==> config.mk <==
export PLATFORM = sky130hd
export DESIGN_NAME = pac_adjust_mode
export DESIGN_NICKNAME = d
export VERILOG_FILES = /design/src/include/pac_pkg.sv /design/src/verilog/pac_adjust_mode.sv
export SDC_FILE = /design/constraint.sdc
export NUM_CORES = 1
export LEC_CHECK = 0
export BUFFER_PORTS_ARGS = -buffer_cell sky130_fd_sc_hd__buf_2
export CORE_MARGIN = 2
export CORE_UTILIZATION = 50
export DETAILED_ROUTE_END_ITERATION = 6
export HOLD_SLACK_MARGIN = 0.08
export PLACE_DENSITY = 0.8
export SYNTH_ARGS = -nofsm -noshare
export SYNTH_HDL_FRONTEND = slang
export SYNTH_SLANG_ARGS = --single-unit
==> constraint.sdc <==
create_clock -name clk_sys -period 7.2 [get_ports clk_sys]
set_input_delay 0.36 -clock clk_sys [delete_from_list [all_inputs] [get_ports clk_sys]]
set_output_delay 0.36 -clock clk_sys [all_outputs]
set_load 0.01 [all_outputs]
==> src/include/pac_pkg.sv <==
// Purpose: Shared constants and types of the panel adjust and display mode block
// Assumes: APB byte address is four times the register index
// Notes:   One pixel per clk_sys cycle on the display side
package pac_pkg;
  // Register indices and byte addresses
  localparam logic [7:0] PAC_IDX_HADJ  = 8'h23;
  localparam logic [7:0] PAC_IDX_MODE  = 8'h24;
  localparam logic [7:0] PAC_IDX_CTRL  = 8'h30;
  localparam logic [7:0] PAC_IDX_STAT  = 8'h31;
  localparam logic [9:0] PAC_ADDR_HADJ = {PAC_IDX_HADJ, 2'b00};
  localparam logic [9:0] PAC_ADDR_MODE = {PAC_IDX_MODE, 2'b00};
  localparam logic [9:0] PAC_ADDR_CTRL = {PAC_IDX_CTRL, 2'b00};
  localparam logic [9:0] PAC_ADDR_STAT = {PAC_IDX_STAT, 2'b00};
  // Adjust register fields
  localparam int PAC_HADJ_SCT = 7;
  localparam int PAC_HADJ_SCU = 6;
  // Mode register fields
  localparam int PAC_MODE_MON = 7;
  localparam int PAC_MODE_ULE = 6;
  localparam int PAC_MODE_GRM_HI = 5;
  localparam int PAC_MODE_GRM_LO = 3;
  localparam int PAC_MODE_FON_HI = 2;
  // Own control register fields
  localparam int PAC_CTRL_GFX  = 0;
  localparam int PAC_CTRL_LRES = 1;
  localparam int PAC_CTRL_ELP  = 2;
  // Reset values
  localparam logic [7:0] PAC_HADJ_RST    = 8'h00;
  localparam logic [7:0] PAC_MODE_RST_LO = 8'h02;
  localparam logic [7:0] PAC_MODE_RST_HI = 8'hE3;
  localparam logic [7:0] PAC_CTRL_RST    = 8'h00;
  // Counts
  localparam logic [3:0]  PAC_KANJI_UNIT = 4'h8;
  localparam logic [6:0]  PAC_HADJ_FULL  = 7'h40;
  localparam logic [14:0] PAC_BANK_BYTES = 15'h2000;
  // Font width codes
  localparam logic [2:0] PAC_FON_K8  = 3'h5;
  localparam logic [2:0] PAC_FON_K16 = 3'h6;
  // Horizontal adjust sequencer
  typedef enum logic [2:0] {
    PAC_IDLE  = 3'b001,
    PAC_DELAY = 3'b010,
    PAC_LINE  = 3'b100
  } pac_st_e;
endpackage : pac_pkg

==> src/verilog/pac_adjust_mode.sv <==
// Purpose: Panel horizontal adjust, CPU access wait, cursor blink and display mode logic
// Assumes: Inputs synchronous to clk_sys; one pixel per clock
// Notes:   Registers reached over APB; answer in second access cycle
`timescale 1ns/10ps
// Behaviour
// Delay panel line start by adjust pixels after hsync rising edge.
// Adjust unit is font width in text, eight in kanji and graphics.
// Adjust moves line latch for LCD, hsync for EL or plasma.
// Adjust covers 8 to 512 pixels at eight-pixel unit.
// Software keeps 2M - ND/8 - alpha at least H + HA.
// Software uses alpha 12 for dual-drive LCD, 9 otherwise.
// Low resolution doubles M and H and lowers alpha by one.
// Hold CPU in wait through memory ready until access served.
// Access timing bit set selects faster CPU access slots.
// Slow blink bit gives 32-field cycle, one on to three off.
// Mode register resets to 02h or E3h by strap.
// Single-tone map: black/black, reverse, or white on black.
// Intensity bits pass unchanged beside colour mapping.
// Underline enable with blue foreground shows underline rows.
// Without single-tone map, underlined blue foreground shows white.
// Depth bits choose bytes per fetch and bits per pixel.
// Bank bit picks two banks by bit 0, four by bits 1..0.
// Four-bank line modulo four picks consecutive 8K blocks.
// Font bits choose 6..10 pixels, 8xN or 16xN kanji.
// Software clears resolution bit for 16-multiple font widths.
// Kanji fetches one character code per eight-pixel unit.
// Software keeps low depth bit zero for non-kanji fonts.
// Reset clears access timing and slow blink bits.
module pac_adjust_mode (
  input  wire logic                     clk_sys,
  input  wire logic                     rst,
  input  wire logic                     psel,
  input  wire logic                     penable,
  input  wire logic                     pwrite,
  input  wire logic [9:0]               paddr,
  input  wire logic [31:0]              pwdata,
  output logic      [31:0]              prdata,
  output logic                          pready,
  output logic                          pslverr,
  input  wire logic                     raster_addr_bit4_strap,
  input  wire logic                     hsyncN,
  input  wire logic                     displayEn,
  input  wire logic                     cpuMemReq,
  input  wire logic                     cpuSlotStd,
  input  wire logic                     cpuSlotFast,
  input  wire logic                     fieldStart,
  input  wire logic                     cursorBlinkCtrl,
  input  wire logic [3:0]               attrFg,
  input  wire logic [3:0]               attrBg,
  input  wire logic                     underlineRow,
  input  wire logic                     raster_addr_bit0,
  input  wire logic                     raster_addr_bit1,
  output logic                          panel_line_latch,
  output logic                          panelHsyncN,
  output logic                          charFetch,
  output logic                          cpu_memory_ready,
  output logic                          cpuAccessGo,
  output logic                          cursorVisible,
  output logic      [3:0]               pixFg,
  output logic      [3:0]               pixBg,
  output logic                          underlineOn,
  output logic      [14:0]              bankBase,
  output logic      [2:0]               bytesPerFetch,
  output logic      [3:0]               bitsPerPixel,
  output logic      [4:0]               glyphWidth,
  output logic                          kanjiMode
);
  import pac_pkg::*;

  typedef struct packed {
    pac_st_e     st;
    logic [9:0]  delayCnt;
    logic [3:0]  unitCnt;
    logic        hsyncPrev;
    logic        reqPrev;
    logic [7:0]  hadj;
    logic [7:0]  mode;
    logic [7:0]  ctrl;
    logic [31:0] prdata;
    logic        pready;
    logic        pslverr;
    logic        lineLatch;
    logic        hsyncOutN;
    logic        charFetch;
    logic        memReady;
    logic        accessGo;
    logic [4:0]  fieldCnt;
    logic        cursorVisible;
    logic [3:0]  pixFg;
    logic [3:0]  pixBg;
    logic        underlineOn;
    logic [14:0] bankBase;
    logic [2:0]  bytesPerFetch;
    logic [3:0]  bitsPerPixel;
    logic [4:0]  glyphWidth;
    logic        kanjiMode;
  } pac_state_s;

  pac_state_s stateFf;
  pac_state_s nxtState;

  // Text glyph width in pixels; eight for reserved code
  function automatic logic [4:0] glyphPixels(input logic [2:0] glyph_width_sel);
    unique case (glyph_width_sel)
      3'h0:    glyphPixels = 5'd6;
      3'h1:    glyphPixels = 5'd7;
      3'h2:    glyphPixels = 5'd8;
      3'h3:    glyphPixels = 5'd9;
      3'h4:    glyphPixels = 5'd10;
      3'h5:    glyphPixels = 5'd8;
      3'h6:    glyphPixels = 5'd16;
      default: glyphPixels = 5'd8;
    endcase
  endfunction : glyphPixels

  // Pixels per adjust and fetch unit
  function automatic logic [3:0] unitPixels(input logic gfx, input logic [2:0] glyph_width_sel);
    if (gfx || glyph_width_sel == PAC_FON_K8 || glyph_width_sel == PAC_FON_K16) begin
      unitPixels = PAC_KANJI_UNIT;
    end else begin
      unitPixels = 4'(glyphPixels(glyph_width_sel)); // Text widths stay at ten or below
    end
  endfunction : unitPixels

  logic [2:0] fonSel;
  logic [2:0] grmSel;
  logic [3:0] unitNow;
  logic [6:0] adjUnits;
  logic       hsyncRise;
  logic       slotHit;
  logic       apbAccess;
  logic       apbDone;
  logic       addrOk;
  logic [2:0] fgRgb;
  logic [2:0] bgRgb;
  logic       ulShow;

  assign fonSel    = stateFf.mode[PAC_MODE_FON_HI:0];
  assign grmSel    = stateFf.mode[PAC_MODE_GRM_HI:PAC_MODE_GRM_LO];
  assign unitNow   = unitPixels(stateFf.ctrl[PAC_CTRL_GFX], fonSel);
  // Zero field means the full 64-unit span
  assign adjUnits  = (stateFf.hadj[5:0] == 6'h00) ? PAC_HADJ_FULL : {1'b0, stateFf.hadj[5:0]};
  assign hsyncRise = hsyncN && !stateFf.hsyncPrev;
  assign apbAccess = psel && penable;
  assign apbDone   = apbAccess && stateFf.pready;
  assign addrOk    = (paddr == PAC_ADDR_HADJ) || (paddr == PAC_ADDR_MODE) ||
                     (paddr == PAC_ADDR_CTRL) || (paddr == PAC_ADDR_STAT);
  // Fast timing adds the extra slots to the standard ones
  assign slotHit   = cpuSlotStd || (stateFf.hadj[PAC_HADJ_SCT] && cpuSlotFast);
  assign fgRgb     = attrFg[2:0];
  assign bgRgb     = attrBg[2:0];
  assign ulShow    = stateFf.mode[PAC_MODE_ULE] && (fgRgb == 3'h1) && underlineRow;

  // Next state of everything
  always_comb begin
    nxtState = stateFf;
    nxtState.hsyncPrev = hsyncN;
    nxtState.reqPrev   = cpuMemReq;
    nxtState.lineLatch = 1'b0;
    nxtState.hsyncOutN = 1'b1;
    nxtState.charFetch = 1'b0;
    nxtState.accessGo  = 1'b0;
    nxtState.pready    = 1'b0;
    nxtState.pslverr   = 1'b0;

    // APB slave: ready in the second access cycle, write takes effect with it
    if (apbAccess && !stateFf.pready) begin
      nxtState.pready  = 1'b1;
      nxtState.pslverr = !addrOk;
      nxtState.prdata  = 32'h0000_0000;
      if (!pwrite) begin
        unique case (1'b1)
          paddr == PAC_ADDR_HADJ: nxtState.prdata = {24'h00_0000, stateFf.hadj};
          paddr == PAC_ADDR_MODE: nxtState.prdata = {24'h00_0000, stateFf.mode};
          paddr == PAC_ADDR_CTRL: nxtState.prdata = {29'h0000_0000, stateFf.ctrl[2:0]};
          paddr == PAC_ADDR_STAT: nxtState.prdata = {28'h000_0000, stateFf.kanjiMode,
                                                     stateFf.cursorVisible, !stateFf.memReady,
                                                     stateFf.st == PAC_LINE};
          default:                nxtState.prdata = 32'h0000_0000;
        endcase
      end
    end
    if (apbDone && pwrite) begin
      if (paddr == PAC_ADDR_HADJ) begin
        nxtState.hadj = pwdata[7:0];
      end
      if (paddr == PAC_ADDR_MODE) begin
        nxtState.mode = pwdata[7:0];
      end
      if (paddr == PAC_ADDR_CTRL) begin
        nxtState.ctrl = {5'h00, pwdata[2:0]};
      end
    end

    // Horizontal adjust: count from hsync rising edge, then mark line start
    unique case (stateFf.st)
      PAC_IDLE: begin
        if (hsyncRise) begin
          nxtState.st       = PAC_DELAY;
          nxtState.delayCnt = 10'(adjUnits * unitNow) - 10'd1;
        end
      end
      PAC_DELAY: begin
        if (stateFf.delayCnt == 10'd0) begin
          nxtState.st      = PAC_LINE;
          nxtState.unitCnt = 4'd0;
          if (stateFf.ctrl[PAC_CTRL_ELP]) begin
            nxtState.hsyncOutN = 1'b0;
          end else begin
            nxtState.lineLatch = 1'b1;
          end
        end else begin
          nxtState.delayCnt = stateFf.delayCnt - 10'd1;
        end
      end
      PAC_LINE: begin
        // One code fetch per unit; kanji units are eight pixels wide
        if (displayEn) begin
          if (stateFf.unitCnt == 4'd0) begin
            nxtState.charFetch = 1'b1;
            nxtState.unitCnt   = unitNow - 4'd1;
          end else begin
            nxtState.unitCnt = stateFf.unitCnt - 4'd1;
          end
        end
        if (hsyncRise) begin
          nxtState.st       = PAC_DELAY;
          nxtState.delayCnt = 10'(adjUnits * unitNow) - 10'd1;
        end
      end
      default: nxtState.st = PAC_IDLE;
    endcase

    // CPU wait: ready drops while a request is pending, rises when served
    if (!cpuMemReq) begin
      nxtState.memReady = 1'b1;
    end else if (!stateFf.memReady && slotHit) begin
      nxtState.memReady = 1'b1;
      nxtState.accessGo = 1'b1;
    end else if (stateFf.memReady && !stateFf.accessGo && !stateFf.reqPrev) begin
      nxtState.memReady = 1'b0;
    end

    // Cursor blink from a field counter
    if (fieldStart) begin
      nxtState.fieldCnt = stateFf.fieldCnt + 5'd1;
    end
    if (stateFf.hadj[PAC_HADJ_SCU]) begin
      nxtState.cursorVisible = (stateFf.fieldCnt[4:3] == 2'b00);
    end else if (cursorBlinkCtrl) begin
      nxtState.cursorVisible = !stateFf.fieldCnt[3];
    end else begin
      nxtState.cursorVisible = 1'b1;
    end

    // Attribute colour path; intensity bits bypass the mapping
    nxtState.pixFg = {attrFg[3], fgRgb};
    nxtState.pixBg = {attrBg[3], bgRgb};
    if (stateFf.mode[PAC_MODE_MON]) begin
      if (bgRgb == 3'h0 && fgRgb == 3'h0) begin
        nxtState.pixFg[2:0] = 3'h0;
        nxtState.pixBg[2:0] = 3'h0;
      end else if (bgRgb == 3'h7 && fgRgb == 3'h0) begin
        nxtState.pixFg[2:0] = 3'h0;
        nxtState.pixBg[2:0] = 3'h7;
      end else begin
        nxtState.pixFg[2:0] = 3'h7;
        nxtState.pixBg[2:0] = 3'h0;
      end
    end else if (ulShow) begin
      nxtState.pixFg[2:0] = 3'h7;
    end
    nxtState.underlineOn = ulShow;

    // Bank base from raster address; 8K blocks in line order
    if (grmSel[2]) begin
      nxtState.bankBase = 15'({raster_addr_bit1, raster_addr_bit0}) * PAC_BANK_BYTES;
    end else begin
      nxtState.bankBase = raster_addr_bit0 ? PAC_BANK_BYTES : 15'h0000;
    end

    // Graphics depth; bits per pixel doubles at low resolution
    unique case (grmSel[1:0])
      2'b00: begin nxtState.bytesPerFetch = 3'd1; nxtState.bitsPerPixel = 4'd1; end
      2'b01: begin nxtState.bytesPerFetch = 3'd2; nxtState.bitsPerPixel = 4'd2; end
      2'b10: begin nxtState.bytesPerFetch = 3'd4; nxtState.bitsPerPixel = 4'd4; end
      2'b11: begin nxtState.bytesPerFetch = 3'd1; nxtState.bitsPerPixel = 4'd2; end
    endcase
    if (stateFf.ctrl[PAC_CTRL_LRES]) begin
      nxtState.bitsPerPixel = nxtState.bitsPerPixel << 1;
    end

    // Glyph width and kanji flag
    nxtState.glyphWidth = glyphPixels(fonSel);
    nxtState.kanjiMode  = (fonSel == PAC_FON_K8) || (fonSel == PAC_FON_K16);

    // Reset: strap picks mode default, adjust bits cleared
    if (rst) begin
      nxtState          = '0;
      nxtState.st       = PAC_IDLE;
      nxtState.hsyncPrev = 1'b1;
      nxtState.hsyncOutN = 1'b1;
      nxtState.memReady  = 1'b1;
      nxtState.hadj     = PAC_HADJ_RST;
      nxtState.ctrl     = PAC_CTRL_RST;
      nxtState.mode     = raster_addr_bit4_strap ? PAC_MODE_RST_HI : PAC_MODE_RST_LO;
    end
  end

  // Single state register
  always_ff @(posedge clk_sys) begin
    stateFf <= nxtState;
  end

  assign prdata           = stateFf.prdata;
  assign pready           = stateFf.pready;
  assign pslverr          = stateFf.pslverr;
  assign panel_line_latch = stateFf.lineLatch;
  assign panelHsyncN      = stateFf.hsyncOutN;
  assign charFetch        = stateFf.charFetch;
  assign cpu_memory_ready = stateFf.memReady;
  assign cpuAccessGo      = stateFf.accessGo;
  assign cursorVisible    = stateFf.cursorVisible;
  assign pixFg            = stateFf.pixFg;
  assign pixBg            = stateFf.pixBg;
  assign underlineOn      = stateFf.underlineOn;
  assign bankBase         = stateFf.bankBase;
  assign bytesPerFetch    = stateFf.bytesPerFetch;
  assign bitsPerPixel     = stateFf.bitsPerPixel;
  assign glyphWidth       = stateFf.glyphWidth;
  assign kanjiMode        = stateFf.kanjiMode;
endmodule : pac_adjust_mode

==> results.ini, run 1 <==
[grt]
grt_util_met3_pct = 4.45
grtUsageMet2_pct = 33.3
grt_pass1_vias = 3974
use_met1_pct = 26.0
grt_start_max_net_pins = 72
busiest_layer = met2
grt_remaining_overflow = 0
antenna_found_initial = 0
grtUsageTotal_pct = 20.3
grt_pass1_wl_um = 18300

[synthesis]
synth-seq-cells = 83
synth_ff_type = dfxtp_1
netlist-cell-type-count = 64
synth_warnings = 0
syn-cell-area_um2 = 5140
postSynth.asyncResetShare_pct = 0
synth_cells = 602
syn_avg_cell_area_um2 = 8.53
synth-seq-area-share_pct = 33.9
synth_edf_count = 8

[power_and_ir_drop]
p_leak_nw = 2.50
total_power_w = 0.000942
peakVddDrop_mv = 0.0905
p_per_area_nw_per_um2 = 173

[worst_setup_path]
worstPathRequired_ns = 7.49
worstPathMaxFanout = 12
setup.worst_path.class = register to register
cp-start-kind = register
worst_ep_arrival_time_ns = 5.58
worst_setup_path_end_kind = register

[timing]
tightest_slew_ns = 1.18
finClkSkew_ns = 0.0105
drv_slew = 0
setup_viol = 0
tns_ns = 0
timing.final.crit_period_ns = 5.29
period_share_pct = 73.5
rsz0062_at_grt = no
fmax_ghz = 0.189
relSlewSlack_pct = 19.1
finalHoldWorstSlack_ns = 0.183
hold_viol = 0

[cts]
clkSinkCount = 83
path_clk_slew_ns = 0.09
htree_levels = 3
numCtsBuffers = 9
root_buffer = clkbuf_8
postCtsResizedCells = 0
clock_latency_ns = 0.37
postCtsSetupBuffers = 0
cts_tree = built
cts_hold_buf = 0
clock_tree.buffer_depth = 2

[cells_and_area]
final_net_count = 743
num_antenna_cells = 0
flow.area_growth_from_synthesis_pct = 5.75
fillers = 926
drive_gt1_share_pct = 16.9

[floorplan]
initial_core_util_pct = 50.7
die_w_um = 105
io_pins = 143
dieArea_um2 = 11100
die_y_um = 105
coreArea_um2 = 10100
rows = 37

[routing]
drt_pre_antenna_iters = 5
drt-total-wl_um = 10900
final_antenna_net_count = 0
remaining_drc_errors = 0
drt_iter0_drc = 260
wl_per_cell_um = 14.0
vias_per_cell = 5.37
vias = 4187

[hold_path]
holdCritPathClass = primary input to register

[placed_design]
gp_congestion = 0.893
port_buffers = 81
place_hpwl_um = 8010

[run]
drv_cap = 0

[status]
status = complete, no violations

per-layer routing:
metal	part of all wire, %	vias up
met5	0	-
met4	2.5	0
met3	6.4	27
met2	48	148
li1	-	2034
met1	43	1978
sequential cells by signal (all words and copies together), names as in the netlist:
| signal | count |
|---|---|
| bankBase | 2 |
| bitsPerPixel | 4 |
| bytesPerFetch | 3 |
| charFetch | 1 |
| cpuAccessGo | 1 |
| cpu_memory_ready | 1 |
| cursorVisible | 1 |
| fonSel | 3 |
| glyphWidth | 5 |
| grmSel | 3 |
| kanjiMode | 1 |
| panelHsyncN | 1 |
| panel_line_latch | 1 |
| pixBg | 4 |
| pixFg | 4 |
| prdata | 8 |
| pready | 1 |
| pslverr | 1 |
| stateFf | 37 |
| underlineOn | 1 |
synth_stat cells, types with 3 or more instances:
master | instances | area share [%]
dfxtp_1 | 75 | 29
buf_4 | 67 | 9.8
nor2_1 | 62 | 4.5
inv_1 | 43 | 3.1
nand2_1 | 43 | 3.1
a21oi_1 | 27 | 2.6
ha_1 | 27 | 6.6
o21ai_0 | 22 | 2.1
nor3_1 | 20 | 1.9
clkbuf_1 | 19 | 1.4
mux2i_1 | 15 | 2.9
and2_1 | 13 | 1.6
nor2b_1 | 12 | 1.5
a22oi_1 | 11 | 1.6
fa_1 | 11 | 4.3
edfxtp_1 | 8 | 4.7
or4_1 | 8 | 1.2
a22o_1 | 7 | 1.2
nor3b_1 | 7 | 1.0
nand3_1 | 6 | 0.58
nor4_1 | 6 | 0.73
nand3b_1 | 5 | 0.73
o211ai_1 | 5 | 0.73
xnor2_1 | 5 | 0.85
xor2_1 | 5 | 0.85
buf_1 | 4 | 0.29
nand2b_1 | 4 | 0.49
nand4_1 | 4 | 0.49
o21a_1 | 4 | 0.58
o21bai_1 | 4 | 0.58
o22ai_1 | 4 | 0.49
and3_1 | 3 | 0.37
or2_2 | 3 | 0.37
metrics by stage:
step	setup WS [ns]	util, %	cell area (um2)	cells
finish	1.91	53.6	5430	780
global route	1.59	53.6	5430	780
CTS	1.98	53.6	5430	780
detailed placement	2.02	51.8	5250	764
global placement	2.11	51.8	5250	764
floorplan	1.99	-	5270	638
path summary, 6_finish.rpt:
check / from / endpoint / slack (ns) / depth (start not counted)
min reg2reg: prdata[3] / prdata[3] / 0.45 / 2
min: hsyncN / stateFf[107] / 0.18 / 2
max reg2reg: fonSel[0] / stateFf[119] / 1.91 / 13
max: fonSel[0] / stateFf[119] / 1.91 / 13
power breakdown:
group	switching [W]	internal (W)	total, W
logic	0.0000785	0.0000501	0.000129
registers	0.0000116	0.000481	0.000493
clock network	0.000182	0.000139	0.000321
total	0.000272	0.000670	0.000942
logic make-up after synthesis:
kind of cell,count (synthesis),synth area share (%)
DFF,83,33.9
xor gates and xnor gates,11,2.14
adders and majority gates,40,11.3
muxes,16,3.14
and+or+nand+nor,208,20.7
buffers and inverters,137,15.2
other,1,0.0730
AOI/OAI and AO/OA,106,13.6
worst max-delay path: stages (launching register included):
cell      delay (ns)
edfxtp_1        0.57
ha_1            0.47
maj3_1          0.41
nor3_1          0.73
nand2_1         0.16
fa_1            0.50
fa_1            0.57
inv_1           0.05
ha_1            0.33
nor2b_1         0.17
o31a_1          0.29
o21a_1          0.19
or4b_2          0.61
a31oi_1         0.17
layout by cell type (no fill, tap or decap), types with 4 or more instances in the layout:
master / Yosys / final
a21oi_1: 27 / 27
a22o_1: 7 / 7
a22oi_1: 11 / 11
and2_1: 13 / 13
buf_2: 2 / 81
clkbuf_8: 0 / 10
conb_1: 1 / 37
dfxtp_1: 75 / 75
edfxtp_1: 8 / 8
fa_1: 11 / 11
ha_1: 27 / 27
inv_1: 43 / 43
mux2i_1: 15 / 15
nand2_1: 43 / 43
nand2b_1: 4 / 4
nand3_1: 6 / 6
nand3b_1: 5 / 5
nand4_1: 4 / 4
nor2_1: 62 / 62
nor2b_1: 12 / 12
nor3_1: 20 / 20
nor3b_1: 7 / 7
nor4_1: 6 / 6
o211ai_1: 5 / 5
o21a_1: 4 / 4
o21ai_0: 22 / 22
o21bai_1: 4 / 4
o22ai_1: 4 / 4
or4_1: 8 / 8
xnor2_1: 5 / 5
xor2_1: 5 / 5
layout make-up:
| cell class | count | area [um2] | area share [%] |
|---|---|---|---|
| Tap cell | 136 | 170 | 3.13 |
| Multi-Input combinational cell | 418 | 2750 | 50.6 |
| Clock inverter | 6 | 46.3 | 0.852 |
| Inverter | 43 | 161 | 2.97 |
| Timing Repair Buffer | 84 | 428 | 7.88 |
| Clock buffer | 10 | 138 | 2.53 |
| Sequential cell | 83 | 1740 | 32.1 |
Power figures use the tool's default switching activity.
==> run 2: changes to the inputs <==
clock period = 5.3 ns   (was 7.2 ns; I/O delays follow)
==> results.ini, run 2 (synthesis gave the netlist of run 1 again) <==
[worst_setup_path]
worstPathRequired_ns = 5.60
path_depth = 15
setup.worst_path.class = register to register
slowest_stage = or4b_2
ff2ff_setup_slack_ns = 0.27
worst_setup_path_end_kind = register
timing.rr.start = fonSel[0]
crit_chain = ha_1 -> maj3_1 -> o21ai_0 -> nand2_1 -> nand2_1 -> ha_1 -> fa_1 -> fa_1 -> inv_1 -> ha_1 -> nor2b_1 -> o31a_1 -> o21a_1 -> or4b_2 -> a31oi_1
slowest_delay_ns = 0.61
crit_path_frequent_cell = ha_1
worst_ep_arrival_time_ns = 5.33
worst-r2r-cell-count = 15
startpoint = fonSel[0]
cpLargestDelayFamily = adder cells
path_buf_inv = 1
cp-start-kind = register
worstPathMaxFanout = 8
crit-reg2reg-capture = stateFf[119]

[cells_and_area]
final_util_pct = 53.7
largest-register = stateFf
fillers = 935
layout_common_cells = buf_2 (81), dfxtp_1 (75), nor2_1 (62), inv_1 (43), nand2_1 (43)
drive_gt1_share_pct = 17.2
num_antenna_cells = 0
layout_commonest_cell = buf_2
final_net_count = 746
flow.area_growth_from_synthesis_pct = 6.02
largest_reg_flops = 37

[routing]
final_antenna_net_count = 0
vias = 4179
drt-total-wl_um = 10900
drt_pre_antenna_iters = 7
vias_per_cell = 5.34
wl_per_cell_um = 14.0
remaining_drc_errors = 0
drt_iter0_drc = 249

[power_and_ir_drop]
peakVddDrop_mv = 0.105
p_per_area_nw_per_um2 = 234
p_leak_nw = 2.50

[timing]
fmax_ghz = 0.199
hold_viol = 0
finClkSkew_ns = 0.0174
tightest_slew_ns = 1.07
rsz0062_at_grt = no
relSlewSlack_pct = 26.8
tns_ns = 0
finalHoldWorstSlack_ns = 0.108
drv_slew = 0
period_share_pct = 95.0
setup_viol = 0
timing.final.crit_period_ns = 5.03

[floorplan]
initial_core_util_pct = 50.7
io_pins = 143
rows = 37
coreArea_um2 = 10100
dieArea_um2 = 11100
die_w_um = 105
die_y_um = 105

[placed_design]
place_hpwl_um = 8160
gp_congestion = 0.894
port_buffers = 81

[cts]
numCtsBuffers = 9
root_buffer = clkbuf_8
htree_levels = 3
cts_hold_buf = 0
clock_latency_ns = 0.37
cts_tree = built
clock_tree.buffer_depth = 2
clkSinkCount = 83
postCtsSetupBuffers = 0
postCtsResizedCells = 0
path_clk_slew_ns = 0.10

[run]
drv_cap = 0

[hold_path]
min_to = stateFf[107]
hp-start = hsyncN
holdCritPathClass = primary input to register
worstHoldPathCells = 2

[grt]
grt_pass1_vias = 3847
grt_start_max_net_pins = 71
grtUsageTotal_pct = 19.3
antenna_found_initial = 0
grt_remaining_overflow = 0
grt_pass1_wl_um = 17500

[status]
status = complete, no violations

==> run 2: cell count changes in the layout (fill, tap and decap cells not counted) <==
cell | previous run | this run
buf_4 | 3 | 6
clkbuf_1 | 0 | 1
clkbuf_8 | 10 | 9
clkinv_2 | 1 | 0
clkinv_4 | 1 | 0
clkinvlp_4 | 0 | 2
==> run 2: worst register-to-register path, cell delays in order (launching register included) <==
cell,delay [ns]
edfxtp_1,0.40
ha_1,0.40
maj3_1,0.37
o21ai_0,0.27
nand2_1,0.24
nand2_1,0.15
ha_1,0.26
fa_1,0.52
fa_1,0.56
inv_1,0.04
ha_1,0.33
nor2b_1,0.18
o31a_1,0.29
o21a_1,0.19
or4b_2,0.61
a31oi_1,0.17
==> run 2: stage by stage <==
stage	cells	cell area, um2	total power (W)	worst slack [ns]
after CTS	783	5450	0.00128	0.295
after floorplan	638	5270	0.000832	0.0895
after global routing	783	5450	0.00133	0.0627
after global placement	767	5270	0.000851	0.465
after detailed placement	767	5270	0.000858	0.302
final	783	5450	0.00128	0.266
==> run 2: final cells by class <==
| type | count | area (um2) | area share, % |
|---|---|---|---|
| clock buffers | 10 | 128 | 2.34 |
| clock inverters | 6 | 47.5 | 0.873 |
| repair buffers | 87 | 450 | 8.27 |
| inverters | 43 | 161 | 2.96 |
| flip-flops and latches | 83 | 1740 | 32.0 |
| multi-input cells | 418 | 2750 | 50.4 |
| well taps | 136 | 170 | 3.12 |
==> run 2: metal layers <==
layer  routed length (um)  vias up  part of all wire [%]  track usage, %
li1                     -     2030                     -               -
met1                 4700     1979                    43            24.4
met2                 5250      141                    48            32.5
met3                  764       29                   7.0            4.21
met4                  241        0                   2.2            6.76
met5                    0        -                     0               0
==> run 2: report_power, final <==
group          internal [W]  switching, W  total (W)
sequential         0.000653     0.0000144   0.000668
clock              0.000176      0.000253   0.000429
combinational     0.0000696      0.000108   0.000178
total              0.000899      0.000376    0.00128
==> run 2: worst max path at each step <==
stage | slack, ns | to
CTS | 0.29 | stateFf[119]
global placement | 0.46 | stateFf[119]
finish | 0.27 | stateFf[119]
floorplan | 0.09 | stateFf[119]
global route | 0.06 | stateFf[119]
detailed placement | 0.30 | stateFf[119]
